**src/psic_pkg.sv**
```systemverilog
// package: constants for the phy status and interrupt control block
package psic_pkg;

  // ------------------------------------------------------------------
  // register byte offsets
  // ------------------------------------------------------------------
  localparam logic [7:0] OFS_SUMMARY   = 8'h00;
  localparam logic [7:0] OFS_IRQ_CTRL  = 8'h04;
  localparam logic [7:0] OFS_EVENT     = 8'h08;
  localparam logic [7:0] OFS_BLK_STS   = 8'h0c;
  localparam logic [7:0] OFS_BLK_MASK  = 8'h10;

  // ------------------------------------------------------------------
  // summary status bit positions
  // ------------------------------------------------------------------
  localparam int SUM_LINK     = 0;
  localparam int SUM_SPEED10  = 1;
  localparam int SUM_DUPLEX   = 2;
  localparam int SUM_LOOPBACK = 3;
  localparam int SUM_AN_DONE  = 4;
  localparam int SUM_JABBER   = 5;

  // ------------------------------------------------------------------
  // interrupt control bit positions and reset value
  // ------------------------------------------------------------------
  localparam int CTL_PIN_OE   = 0;
  localparam int CTL_GLOBAL   = 1;
  localparam int CTL_TEST     = 2;
  localparam int CTL_MAP_SEL  = 3;
  localparam logic [3:0] CTL_RESET = 4'h0;

  // ------------------------------------------------------------------
  // event status bits; enable bit sits ENABLE_SHIFT lower
  // ------------------------------------------------------------------
  localparam int EV_HALF_FULL = 9;
  localparam int EV_AN_DONE   = 10;
  localparam int EV_DUP_OR_TS = 11;
  localparam int EV_SPEED     = 12;
  localparam int EV_LINK      = 13;
  localparam int EV_ENERGY    = 14;
  localparam int EV_QUALITY   = 15;
  localparam int ENABLE_SHIFT = 8;
  localparam logic [15:0] EV_USED    = 16'hfe00;
  localparam logic [15:0] EN_USED    = 16'h00fe;
  localparam logic [15:0] EV_RESET   = 16'h0000;

  // ------------------------------------------------------------------
  // block-level sticky status bits
  // ------------------------------------------------------------------
  localparam int BLK_IRQ_RISE = 0;
  localparam int BLK_LINK_CHG = 1;
  localparam int BLK_AN_DONE  = 2;
  localparam logic [2:0] BLK_RESET = 3'h0;

  // ------------------------------------------------------------------
  // bus answers
  // ------------------------------------------------------------------
  localparam logic [1:0] RESP_OKAY   = 2'h0;
  localparam logic [1:0] RESP_SLVERR = 2'h2;

endpackage : psic_pkg

```
**src/psic_event_latch.sv**
```systemverilog
// sticky event latch, cleared by a read strobe
`timescale 1ns/100ps
module psic_event_latch
(
  input  wire logic        clock,
  input  wire logic        rstn,
  input  wire logic        ce,
  input  wire logic [15:0] set_vec,
  input  wire logic        clear_all,
  output logic      [15:0] status
);

  // ------------------------------------------------------------------
  // latch
  // ------------------------------------------------------------------
  // set always wins
  always_ff @(posedge clock)
  begin
    if (!rstn)
      status <= psic_pkg::EV_RESET;
    else if (ce)
    begin
      if (clear_all)
        status <= set_vec & psic_pkg::EV_USED;
      else
        status <= (status | set_vec) & psic_pkg::EV_USED;
    end
  end

endmodule : psic_event_latch

```
**src/psic_top.sv**
```systemverilog
// phy summary status and interrupt control with an axi4-lite slave
//
// Contract
// - summary bit 5 shows jabber; meaningful only at 10 Mb/s.
// - jabber bit mirrors basic status; reading summary never clears it.
// - bit 4 shows auto-negotiation complete; read-only, resets to 0.
// - bit 3 is 1 while loopback enabled, 0 in normal operation.
// - bit 2 shows resolved duplex, 1 full, 0 half.
// - bit 1 shows resolved speed, 1 for 10, 0 for 100 Mb/s.
// - bit 0 is 1 with valid link at 10 or 100, else 0.
// - link bit mirrors basic status; reading summary never clears it.
// - control bits 15 to 4 ignore writes and read zero.
// - map select 1 puts time-sync at 11, speed-or-duplex at 12.
// - map select 0 puts duplex at 11, speed at 12.
// - test bit set keeps generating interrupts until cleared; here it does so only while control bit 1 is also set.
// - sources: quality, energy, link, speed, duplex, negotiation, half-full.
// - control bit 1 globally gates event interrupts; resets to 0.
// - control bit 0 makes shared pin interrupt output, else powerdown input.
// - event bits set even when disabled; cleared by reading them.
`timescale 1ns/100ps
module psic_top
(
  input  wire logic        clock,
  input  wire logic        rstn,
  input  wire logic        ce,
  // axi4-lite slave
  input  wire logic [7:0]  s_axi_awaddr,
  input  wire logic        s_axi_awvalid,
  output logic             s_axi_awready,
  input  wire logic [31:0] s_axi_wdata,
  input  wire logic [3:0]  s_axi_wstrb,
  input  wire logic        s_axi_wvalid,
  output logic             s_axi_wready,
  output logic [1:0]       s_axi_bresp,
  output logic             s_axi_bvalid,
  input  wire logic        s_axi_bready,
  input  wire logic [7:0]  s_axi_araddr,
  input  wire logic        s_axi_arvalid,
  output logic             s_axi_arready,
  output logic [31:0]      s_axi_rdata,
  output logic [1:0]       s_axi_rresp,
  output logic             s_axi_rvalid,
  input  wire logic        s_axi_rready,
  // phy state levels
  input  wire logic        jabber,
  input  wire logic        an_complete,
  input  wire logic        loopback,
  input  wire logic        full_duplex,
  input  wire logic        speed10,
  input  wire logic        link_up,
  input  wire logic        stats_half_full,
  // phy event pulses
  input  wire logic        link_quality_event,
  input  wire logic        energy_detect_event,
  input  wire logic        time_sync_event,
  // shared powerdown or interrupt pin
  input  wire logic        powerdown_or_irq_pin_i,
  output logic             powerdown_or_irq_pin_o,
  output logic             powerdown_or_irq_pin_oe,
  output logic             powerdown_req,
  // block interrupt
  output logic             irq
);

  // ------------------------------------------------------------------
  // helpers
  // ------------------------------------------------------------------
  function automatic logic [15:0] merge16(
    input logic [15:0] old_val,
    input logic [31:0] data,
    input logic [3:0]  strb
  );
    logic [15:0] res;
    res = old_val;
    if (strb[0])
      res[7:0] = data[7:0];
    if (strb[1])
      res[15:8] = data[15:8];
    return res;
  endfunction : merge16

  // ------------------------------------------------------------------
  // declarations
  // ------------------------------------------------------------------
  logic        aw_held;
  logic [7:0]  aw_addr;
  logic        w_held;
  logic [31:0] w_data;
  logic [3:0]  w_strb;
  logic        do_write;
  logic        do_read;
  logic [3:0]  ctrl;
  logic [15:0] ev_enable;
  logic [15:0] ev_status;
  logic [15:0] ev_set;
  logic        ev_read;
  logic [2:0]  blk_sts;
  logic [2:0]  blk_mask;
  logic [2:0]  blk_set;
  logic        prev_link;
  logic        prev_speed;
  logic        prev_duplex;
  logic        prev_an;
  logic        prev_half;
  logic        prev_irq;
  logic        speed_chg;
  logic        duplex_chg;
  logic        link_chg;
  logic        an_done_evt;
  logic        half_evt;
  logic        pending;
  logic        phy_irq;
  logic [15:0] summary;
  logic [31:0] next_rdata;
  logic        next_rerr;

  // ------------------------------------------------------------------
  // bus handshakes
  // ------------------------------------------------------------------
  // ready drops with ce so nothing is taken while frozen
  assign s_axi_awready = ce & ~aw_held & ~s_axi_bvalid;
  assign s_axi_wready  = ce & ~w_held & ~s_axi_bvalid;
  assign s_axi_arready = ce & ~s_axi_rvalid;
  assign do_write      = aw_held & w_held & ~s_axi_bvalid;
  assign do_read       = s_axi_arvalid & s_axi_arready;

  always_ff @(posedge clock)
  begin
    if (!rstn)
    begin
      aw_held <= 1'b0;
      aw_addr <= 8'h00;
    end
    else if (ce)
    begin
      if (s_axi_awvalid & s_axi_awready)
      begin
        aw_held <= 1'b1;
        aw_addr <= s_axi_awaddr;
      end
      else if (do_write)
        aw_held <= 1'b0;
    end
  end

  always_ff @(posedge clock)
  begin
    if (!rstn)
    begin
      w_held <= 1'b0;
      w_data <= 32'h0000_0000;
      w_strb <= 4'h0;
    end
    else if (ce)
    begin
      if (s_axi_wvalid & s_axi_wready)
      begin
        w_held <= 1'b1;
        w_data <= s_axi_wdata;
        w_strb <= s_axi_wstrb;
      end
      else if (do_write)
        w_held <= 1'b0;
    end
  end

  always_ff @(posedge clock)
  begin
    if (!rstn)
    begin
      s_axi_bvalid <= 1'b0;
      s_axi_bresp  <= psic_pkg::RESP_OKAY;
    end
    else if (ce)
    begin
      if (do_write)
      begin
        s_axi_bvalid <= 1'b1;
        case (aw_addr)
          psic_pkg::OFS_SUMMARY,
          psic_pkg::OFS_IRQ_CTRL,
          psic_pkg::OFS_EVENT,
          psic_pkg::OFS_BLK_STS,
          psic_pkg::OFS_BLK_MASK: s_axi_bresp <= psic_pkg::RESP_OKAY;
          default:                s_axi_bresp <= psic_pkg::RESP_SLVERR;
        endcase
      end
      else if (s_axi_bready)
        s_axi_bvalid <= 1'b0;
    end
  end

  // ------------------------------------------------------------------
  // summary status
  // ------------------------------------------------------------------
  // levels mirrored straight, so no read can ever clear them
  always_comb
  begin
    summary = 16'h0000;
    summary[psic_pkg::SUM_LINK]     = link_up;
    summary[psic_pkg::SUM_SPEED10]  = speed10;
    summary[psic_pkg::SUM_DUPLEX]   = full_duplex;
    summary[psic_pkg::SUM_LOOPBACK] = loopback;
    summary[psic_pkg::SUM_AN_DONE]  = an_complete;
    summary[psic_pkg::SUM_JABBER]   = jabber;
  end

  // ------------------------------------------------------------------
  // read path
  // ------------------------------------------------------------------
  always_comb
  begin
    next_rdata = 32'h0000_0000;
    next_rerr  = 1'b0;
    case (s_axi_araddr)
      psic_pkg::OFS_SUMMARY:  next_rdata[15:0] = summary;
      psic_pkg::OFS_IRQ_CTRL: next_rdata[3:0] = ctrl;
      psic_pkg::OFS_EVENT:    next_rdata[15:0] = ev_status | ev_enable;
      psic_pkg::OFS_BLK_STS:  next_rdata[2:0] = blk_sts;
      psic_pkg::OFS_BLK_MASK: next_rdata[2:0] = blk_mask;
      default:                next_rerr = 1'b1;
    endcase
  end

  always_ff @(posedge clock)
  begin
    if (!rstn)
    begin
      s_axi_rvalid <= 1'b0;
      s_axi_rdata  <= 32'h0000_0000;
      s_axi_rresp  <= psic_pkg::RESP_OKAY;
    end
    else if (ce)
    begin
      if (do_read)
      begin
        s_axi_rvalid <= 1'b1;
        s_axi_rdata  <= next_rdata;
        s_axi_rresp  <= next_rerr ? psic_pkg::RESP_SLVERR
                                  : psic_pkg::RESP_OKAY;
      end
      else if (s_axi_rready)
        s_axi_rvalid <= 1'b0;
    end
  end

  // ------------------------------------------------------------------
  // interrupt control register
  // ------------------------------------------------------------------
  always_ff @(posedge clock)
  begin
    if (!rstn)
      ctrl <= psic_pkg::CTL_RESET;
    else if (ce && do_write && aw_addr == psic_pkg::OFS_IRQ_CTRL)
      ctrl <= 4'(merge16({12'h000, ctrl}, w_data, w_strb));
  end

  // ------------------------------------------------------------------
  // event enables
  // ------------------------------------------------------------------
  always_ff @(posedge clock)
  begin
    if (!rstn)
      ev_enable <= psic_pkg::EV_RESET;
    else if (ce && do_write && aw_addr == psic_pkg::OFS_EVENT)
      ev_enable <= merge16(ev_enable, w_data, w_strb) & psic_pkg::EN_USED;
  end

  // ------------------------------------------------------------------
  // change detection
  // ------------------------------------------------------------------
  always_ff @(posedge clock)
  begin
    if (!rstn)
    begin
      prev_link   <= 1'b0;
      prev_speed  <= 1'b0;
      prev_duplex <= 1'b0;
      prev_an     <= 1'b0;
      prev_half   <= 1'b0;
      prev_irq    <= 1'b0;
    end
    else if (ce)
    begin
      prev_link   <= link_up;
      prev_speed  <= speed10;
      prev_duplex <= full_duplex;
      prev_an     <= an_complete;
      prev_half   <= stats_half_full;
      prev_irq    <= phy_irq;
    end
  end

  assign link_chg    = link_up ^ prev_link;
  assign speed_chg   = speed10 ^ prev_speed;
  assign duplex_chg  = full_duplex ^ prev_duplex;
  assign an_done_evt = an_complete & ~prev_an;
  assign half_evt    = stats_half_full & ~prev_half;

  // ------------------------------------------------------------------
  // event status
  // ------------------------------------------------------------------
  always_comb
  begin
    ev_set = 16'h0000;
    ev_set[psic_pkg::EV_QUALITY]   = link_quality_event;
    ev_set[psic_pkg::EV_ENERGY]    = energy_detect_event;
    ev_set[psic_pkg::EV_LINK]      = link_chg;
    ev_set[psic_pkg::EV_AN_DONE]   = an_done_evt;
    ev_set[psic_pkg::EV_HALF_FULL] = half_evt;
    if (ctrl[psic_pkg::CTL_MAP_SEL])
    begin
      ev_set[psic_pkg::EV_DUP_OR_TS] = time_sync_event;
      ev_set[psic_pkg::EV_SPEED]     = speed_chg | duplex_chg;
    end
    else
    begin
      ev_set[psic_pkg::EV_DUP_OR_TS] = duplex_chg;
      ev_set[psic_pkg::EV_SPEED]     = speed_chg;
    end
  end

  assign ev_read = do_read && s_axi_araddr == psic_pkg::OFS_EVENT;

  psic_event_latch u_latch
  (
    .clock     (clock),
    .rstn      (rstn),
    .ce        (ce),
    .set_vec   (ev_set),
    .clear_all (ev_read),
    .status    (ev_status)
  );

  // ------------------------------------------------------------------
  // interrupt generation
  // ------------------------------------------------------------------
  // only enabled events count
  assign pending = |(ev_status & (ev_enable << psic_pkg::ENABLE_SHIFT));
  assign phy_irq = ctrl[psic_pkg::CTL_GLOBAL]
                 & (pending | ctrl[psic_pkg::CTL_TEST]);

  // pin direction from control bit 0
  always_ff @(posedge clock)
  begin
    if (!rstn)
    begin
      powerdown_or_irq_pin_o  <= 1'b1;
      powerdown_or_irq_pin_oe <= 1'b0;
      powerdown_req           <= 1'b0;
    end
    else if (ce)
    begin
      powerdown_or_irq_pin_o  <= ~phy_irq;
      powerdown_or_irq_pin_oe <= ctrl[psic_pkg::CTL_PIN_OE];
      powerdown_req           <= ~ctrl[psic_pkg::CTL_PIN_OE]
                               & ~powerdown_or_irq_pin_i;
    end
  end

  // ------------------------------------------------------------------
  // block sticky status and mask
  // ------------------------------------------------------------------
  always_comb
  begin
    blk_set = 3'h0;
    blk_set[psic_pkg::BLK_IRQ_RISE] = phy_irq & ~prev_irq;
    blk_set[psic_pkg::BLK_LINK_CHG] = link_chg;
    blk_set[psic_pkg::BLK_AN_DONE]  = an_done_evt;
  end

  // set wins over a write-one clear in the same cycle
  always_ff @(posedge clock)
  begin
    if (!rstn)
      blk_sts <= psic_pkg::BLK_RESET;
    else if (ce)
    begin
      if (do_write && aw_addr == psic_pkg::OFS_BLK_STS && w_strb[0])
        blk_sts <= (blk_sts & ~w_data[2:0]) | blk_set;
      else
        blk_sts <= blk_sts | blk_set;
    end
  end

  always_ff @(posedge clock)
  begin
    if (!rstn)
      blk_mask <= psic_pkg::BLK_RESET;
    else if (ce && do_write && aw_addr == psic_pkg::OFS_BLK_MASK
             && w_strb[0])
      blk_mask <= w_data[2:0];
  end

  always_ff @(posedge clock)
  begin
    if (!rstn)
      irq <= 1'b0;
    else if (ce)
      irq <= |(blk_sts & blk_mask);
  end

endmodule : psic_top

```
**config.mk**
```make
export PLATFORM = sky130hd
export DESIGN_NAME = psic_top
export DESIGN_NICKNAME = d
export VERILOG_FILES = /design/src/psic_pkg.sv /design/src/psic_event_latch.sv /design/src/psic_top.sv
export SDC_FILE = /design/constraint.sdc
export NUM_CORES = 1
export LEC_CHECK = 0
export ABC_AREA = 0
export BUFFER_PORTS_ARGS = -buffer_cell sky130_fd_sc_hd__buf_2
export CAP_MARGIN = 10
export CORE_MARGIN = 1
export CORE_UTILIZATION = 50
export CTS_CLUSTER_DIAMETER = 100
export DETAILED_ROUTE_END_ITERATION = 7
export GPL_TIMING_DRIVEN = 0
export PLACE_DENSITY_LB_ADDON = 0.08
export SYNTH_ARGS = -nofsm -noshare
export SYNTH_HDL_FRONTEND = slang
export SYNTH_SLANG_ARGS = --single-unit
export TNS_END_PERCENT = 100
```
**constraint.sdc**
```tcl
create_clock -name clock -period 4.4 [get_ports clock]
set_input_delay 0.44 -clock clock [delete_from_list [all_inputs] [get_ports clock]]
set_output_delay 0.44 -clock clock [all_outputs]
set_load 0.02 [all_outputs]
```
==> results of run 1 <==
[cell usage after synthesis, types with 12 or more instances]
cell type  instances
o21ai_0           16
buf_4             20
a21oi_1           29
dfxtp_1           72
nand2_1           64
nand3_1           15
mux2i_1           20
nor2_1            14
clkbuf_1          15
a22o_1            12
[metal layers]
layer	wire, um	up-vias	track usage (%)
met5	0	-	0
met2	3170	71	37.9
li1	-	1361	-
met3	352	12	4.57
met1	3250	1214	29.6
met4	131	0	12.3
[flip-flops by register name, indices dropped and copies added (netlist names), 3 cells and up]
register	count
blk_mask	3
aw_addr	8
ctrl	4
w_data	8
u_latch.status	7
blk_sts	3
ev_enable	7
s_axi_rdata	15
[logic make-up after synthesis]
logic type	Yosys count	synth area share, %
other	1	0.124
flip-flops	72	47.5
AO/OA/AOI/OAI	78	16.5
AND/OR/NAND/NOR	127	20.3
XOR/XNOR	3	0.866
buffers and inverters	43	8.09
multiplexers	20	6.60
[worst paths after layout]
check / end / depth (start not counted)
min: u_latch.status[14] / 2
max reg2reg: ev_enable[5] / 6
min reg2reg: aw_addr[5] / 2
max: ev_enable[5] / 6
[layout make-up]
type	instances	area share [%]
repair buffers	66	8.80
multi-input cells	247	37.7
well taps	75	2.50
plain buffers	37	5.94
clock inverters	6	2.40
flip-flops and latches	72	38.4
clock buffers	10	3.67
inverters	6	0.600
[power groups by stage]
| stage | Clock [W] | Sequential (W) | Combinational, W |
|---|---|---|---|
| after global placement | 0 | 0.000702 | 0.000141 |
| final | 0.000593 | 0.000688 | 0.000143 |
| after CTS | 0.000600 | 0.000688 | 0.000143 |
| after global routing | 0.000638 | 0.000691 | 0.000159 |
| after floorplan | 0 | 0.000702 | 0.0000964 |
| after detailed placement | 0 | 0.000703 | 0.000143 |
[per-stage QoR]
step                      hold WS [ns]  total power (W)
after global placement           0.436         0.000843
after CTS                        0.294          0.00143
after global routing             0.299          0.00149
after floorplan                  0.423         0.000798
final                            0.303          0.00142
after detailed placement         0.448         0.000846
[critical path: cells and delay by family, from the launching register on]
kind	cells	cell delay, ns
and+or+nand+nor	3	0.66
buffers and inverters	2	0.53
DFF	1	0.36
AOI/OAI and AO/OA	1	0.09
==> results.cfg, run 1 <==
[run_status]
outcome = complete, no violations

[timing]
hold_viol_final = 0
setup_violations = 0
tns_ns = 0
post-route-min-period_ns = 1.76
tightestPinTransition_ns = 0.593
worst_slack_ns = 2.64
final.period_utilization_pct = 40.0
slew_violations = 0
fmax_mhz = 568
slew_headroom_pct = 60.5
rsz0062_at_grt = false
skew_ns = 0.0103

[layout]
final_cell_area_um2 = 3750
mostFrequentLayoutCells = dfxtp_1, buf_2, nand2_1
postLayoutCoreUtil_pct = 63.8
area.growth.synth_to_final_pct = 23.7
layout.nets = 510
seqCellArea_um2 = 1440
drive_gt1_share_pct = 24.5
multi_input_area_um2 = 1410
diodes = 0
layout_commonest_cell = dfxtp_1
instances_no_fill = 519
final.fill_count = 554

[detailed_routing]
antenna_left = 0
drt-pass1-iter-count = 4
avgViaCountPerCell = 5.12
vias = 2658
routed_wirelength_um = 6910
wl_per_cell_um = 13.3
drtIter0Drc = 222
remaining_drc_errors = 0

[global_route]
grt_overflow = 0
grt_pass1_vias = 2381
grtUsageTotal_pct = 23.5
antenna_found_initial = 0
grt_max_degree = 14
grt_first_pass_wirelength_um = 11200

[placed_design]
io_buffers = 66
placed_cells = 503
place_hpwl_um = 5230
gp_congestion = 0.802
post_dp_cell_area_um2 = 3520
dp_slack_ns = 2.36

[floorplanning]
initial_core_util_pct = 51.5
pin_count = 116
die_h_um = 79.9
core_area_um2 = 5890
die_area_um2 = 6380
die_w_um = 79.9
num_rows = 28

[clock_tree]
cts-resized-gates = 0
cts-root-buf = clkbuf_8
cts_num_sinks = 72
numCtsBuffers = 9
cts_setup_buffers = 0
htree_levels = 3
clockBufferDepth = 2
postCtsHoldBufs = 0
cts_tree = built
clk_latency_ns = 0.35
clk_pin_slew_ns = 0.08

[hold_path]
min_path_type = in2reg
worstHoldStart = energy_detect_event

[power_and_ir_drop]
clockPowerShare_pct = 41.6
switchingPower_w = 0.000357
switching_share_pct = 25.1
power.internal_w = 0.00107
p_leak_nw = 1.66
ir_worst_vdd_uv = 199
p_seq_share_pct = 48.3
powerDensity_nw_per_um2 = 380
pwr-share-comb_pct = 10.0

[critical_path]
max_stage_delay_ns = 0.36
critical_path_arrival_ns = 1.98
worstSetupEndpointType = flop
worstPathRequired_ns = 4.62
rr_startpoint = s_axi_bvalid
startpoint_type = flop
startpoint = s_axi_bvalid
critPathKind = reg2reg
r2r_slack_ns = 2.64
cp_slowest_cell = dfxtp_1
cp_common_cell = clkbuf_1
crit_fanout = 10
path_cells = and4b_1 -> clkbuf_1 -> nand4_1 -> clkbuf_1 -> nand3_1 -> o21ai_0

[synth]
synth_seq_cells = 72
ys_seq_area_share_pct = 47.5
synthFlopType = dfxtp_1
synth-edff-count = 0
netlist_top_cells_area = dfxtp_1, nand2_1, mux2i_1, buf_4, a21oi_1
yosys.area.top_type_share_pct = 47.5
synth.distinct_cells = 45
yosys_warnings = 0
yosysTopAreaCell = dfxtp_1
syn_inst = 344
async_flop_share_pct = 0
syn_area_um2 = 3030
syn_area_per_cell_um2 = 8.82

[run]
maxCapViolCount = 0
(Power assumes the default switching activity.)
==> run 2: changes to the inputs <==
--- a/config.mk
+++ b/config.mk
@@ -5,11 +5,11 @@
 export SDC_FILE = /design/constraint.sdc
 export NUM_CORES = 1
 export LEC_CHECK = 0
-export ABC_AREA = 0
+export ABC_AREA = 1
 export BUFFER_PORTS_ARGS = -buffer_cell sky130_fd_sc_hd__buf_2
 export CAP_MARGIN = 10
 export CORE_MARGIN = 1
-export CORE_UTILIZATION = 50
+export CORE_UTILIZATION = 49
 export CTS_CLUSTER_DIAMETER = 100
 export DETAILED_ROUTE_END_ITERATION = 7
 export GPL_TIMING_DRIVEN = 0
==> constraint.sdc (replaced) <==
create_clock -name clock -period 1.65 [get_ports clock]
set_input_delay 0.165 -clock clock [delete_from_list [all_inputs] [get_ports clock]]
set_output_delay 0.165 -clock clock [all_outputs]
set_load 0.02 [all_outputs]
==> run 2 against run 1 <==
  * Cell area grew 3.7%
  * Global-route usage grew 0.65 points
  * Non-clock buffer count is the same
  * Cell count grew 21%
==> results.cfg, run 2 <==
[run_status]
outcome = complete, no violations

[timing]
setup_violations = 0
fmax_mhz = 677
post-route-min-period_ns = 1.48
slew_violations = 0
final.period_utilization_pct = 89.6
rsz0062_at_grt = false
tightestPinTransition_ns = 0.604
slew_headroom_pct = 59.7
hold_viol_final = 0
holdWs_ns = 0.0480
tns_ns = 0
worst_slack_ns = 0.172
skew_ns = 0.0146

[critical_path]
path_cells = nor2_1 -> nand2_1 -> nor3_1 -> nand3_1 -> nand2_1 -> a21oi_1
worstSetupEndpointType = flop
crit_cells = 6
critPathKind = reg2reg
cp_num_buf_inv = 0
worst-r2r-cell-count = 6
critPathTopFamily = simple AND/OR/NAND/NOR gates
cp_slowest_cell = nor3_1
worstPathRequired_ns = 1.85
cp_common_cell = nand2_1
max_stage_delay_ns = 0.39
critical_path_arrival_ns = 1.68
startpoint_type = flop
crit_fanout = 4

[clock_tree]
clk_pin_slew_ns = 0.07
htree_levels = 3
postCtsHoldBufs = 0
cts_tree = built
cts-resized-gates = 0
clk_latency_ns = 0.35
cts-root-buf = clkbuf_8
cts_num_sinks = 72
numCtsBuffers = 9
cts_setup_buffers = 0
clockBufferDepth = 2

[global_route]
grt_max_degree = 13
grt_first_pass_wirelength_um = 12200
grt_overflow = 0
antenna_found_initial = 0
grtUsageTotal_pct = 24.1
grt_pass1_vias = 2681

[synth]
yosys_warnings = 0
synthFlopType = dfxtp_1
synth-edff-count = 0
yosys.area.top_type_share_pct = 45.4
yosysTopAreaCell = dfxtp_1
syn_area_um2 = 3180
syn_area_per_cell_um2 = 7.06
synth_top_cells_by_count = nand2_1, dfxtp_1, nor2_1
ys_seq_area_share_pct = 45.4
async_flop_share_pct = 0
synth_seq_cells = 72
synth.distinct_cells = 28
yosysMostFrequentCell = nand2_1
syn_inst = 450
netlist_top_cells_area = dfxtp_1, nand2_1, nor2_1, a21oi_1, buf_4

[run]
maxCapViolCount = 0

[layout]
layout_commonest_cell = nand2_1
mostFrequentLayoutCells = nand2_1, buf_2, dfxtp_1
area.growth.synth_to_final_pct = 22.4
largest_register_ffs = 15
regMostFlops = s_axi_rdata
reg.largest.list = s_axi_rdata (15), aw_addr (8), w_data (8)
diodes = 0
final.fill_count = 575
layout.nets = 618
final_cell_area_um2 = 3890
drive_gt1_share_pct = 23.2

[detailed_routing]
drt-pass1-iter-count = 4
routed_wirelength_um = 7460
antenna_left = 0
drtIter0Drc = 182
wl_per_cell_um = 11.9
avgViaCountPerCell = 4.80
remaining_drc_errors = 0
vias = 3011

[power_and_ir_drop]
total_power_w = 0.00380
p_leak_nw = 1.79
ir_worst_vdd_uv = 825
powerDensity_nw_per_um2 = 977

[placed_design]
post_dp_cell_area_um2 = 3680
gp_congestion = 0.882
place_hpwl_um = 5680
dp_slack_ns = 0.182
io_buffers = 68

[floorplanning]
initial_core_util_pct = 52.1
die_h_um = 82.5
num_rows = 28
die_w_um = 82.5
core_area_um2 = 6100
pin_count = 116
die_area_um2 = 6810

[hold_path]
min_path_type = in2reg
min_path_cells = 3
## run 2: per-layer routing
| metal | track usage, % | wire length, um | share of wire, % | vias to the layer above |
|---|---|---|---|---|
| met5 | 0 | 0 | 0 | - |
| met4 | 11.9 | 164 | 2.2 | 0 |
| met3 | 3.30 | 405 | 5.4 | 13 |
| met2 | 38.9 | 3270 | 44 | 89 |
| met1 | 31.6 | 3620 | 48 | 1316 |
| li1 | - | - | - | 1593 |
## run 2: cell families (layout without fill, tap and decap cells)
family | count (synthesis) | in the layout | share of synthesized area (%)
flip-flops | 72 | 72 | 45.4
AO/OA/AOI/OAI | 81 | 81 | 13.1
XOR/XNOR | 2 | 2 | 0.551
buffers and inverters | 69 | 153 | 10.9
other | 1 | 19 | 0.118
AND/OR/NAND/NOR | 225 | 225 | 30.0
## run 2: final timing paths
check                   from         end  slack (ns)
min reg2reg       aw_addr[7]  aw_addr[7]        0.45
max               aw_addr[0]  blk_sts[2]        0.17
max reg2reg       aw_addr[0]  blk_sts[2]        0.17
min          s_axi_awaddr[1]  aw_addr[1]        0.05
## run 2: tightest hold or removal path, stage by stage
cell and delay, ns:
buf_2 0.08, o21ai_1 0.05, nor2_1 0.07
## run 2: area by class of cell
type | instances | area [um2] | share of cell area [%]
repair buffers | 68 | 340 | 8.75
clock inverters | 6 | 83.8 | 2.16
clock buffers | 10 | 128 | 3.28
flip-flops and latches | 72 | 1440 | 37.1
multi-input cells | 327 | 1460 | 37.4
inverters | 34 | 128 | 3.28
well taps | 75 | 93.8 | 2.41
plain buffers | 35 | 219 | 5.63
## run 2: where the power goes
group | total (W) | internal, W | switching (W)
registers | 0.00185 | 0.00181 | 0.0000428
clock network | 0.00150 | 0.000846 | 0.000651
logic | 0.000450 | 0.000167 | 0.000283
## run 2: per-stage QoR
| step | cells | utilization (%) |
|---|---|---|
| 2_1_floorplan | 468 | - |
| 3_3_place_gp | 611 | 60.3 |
| 3_5_place_dp | 611 | 60.3 |
| 4_1_cts | 627 | 63.8 |
| 5_1_grt | 627 | 63.8 |
| 6_report | 627 | 63.8 |
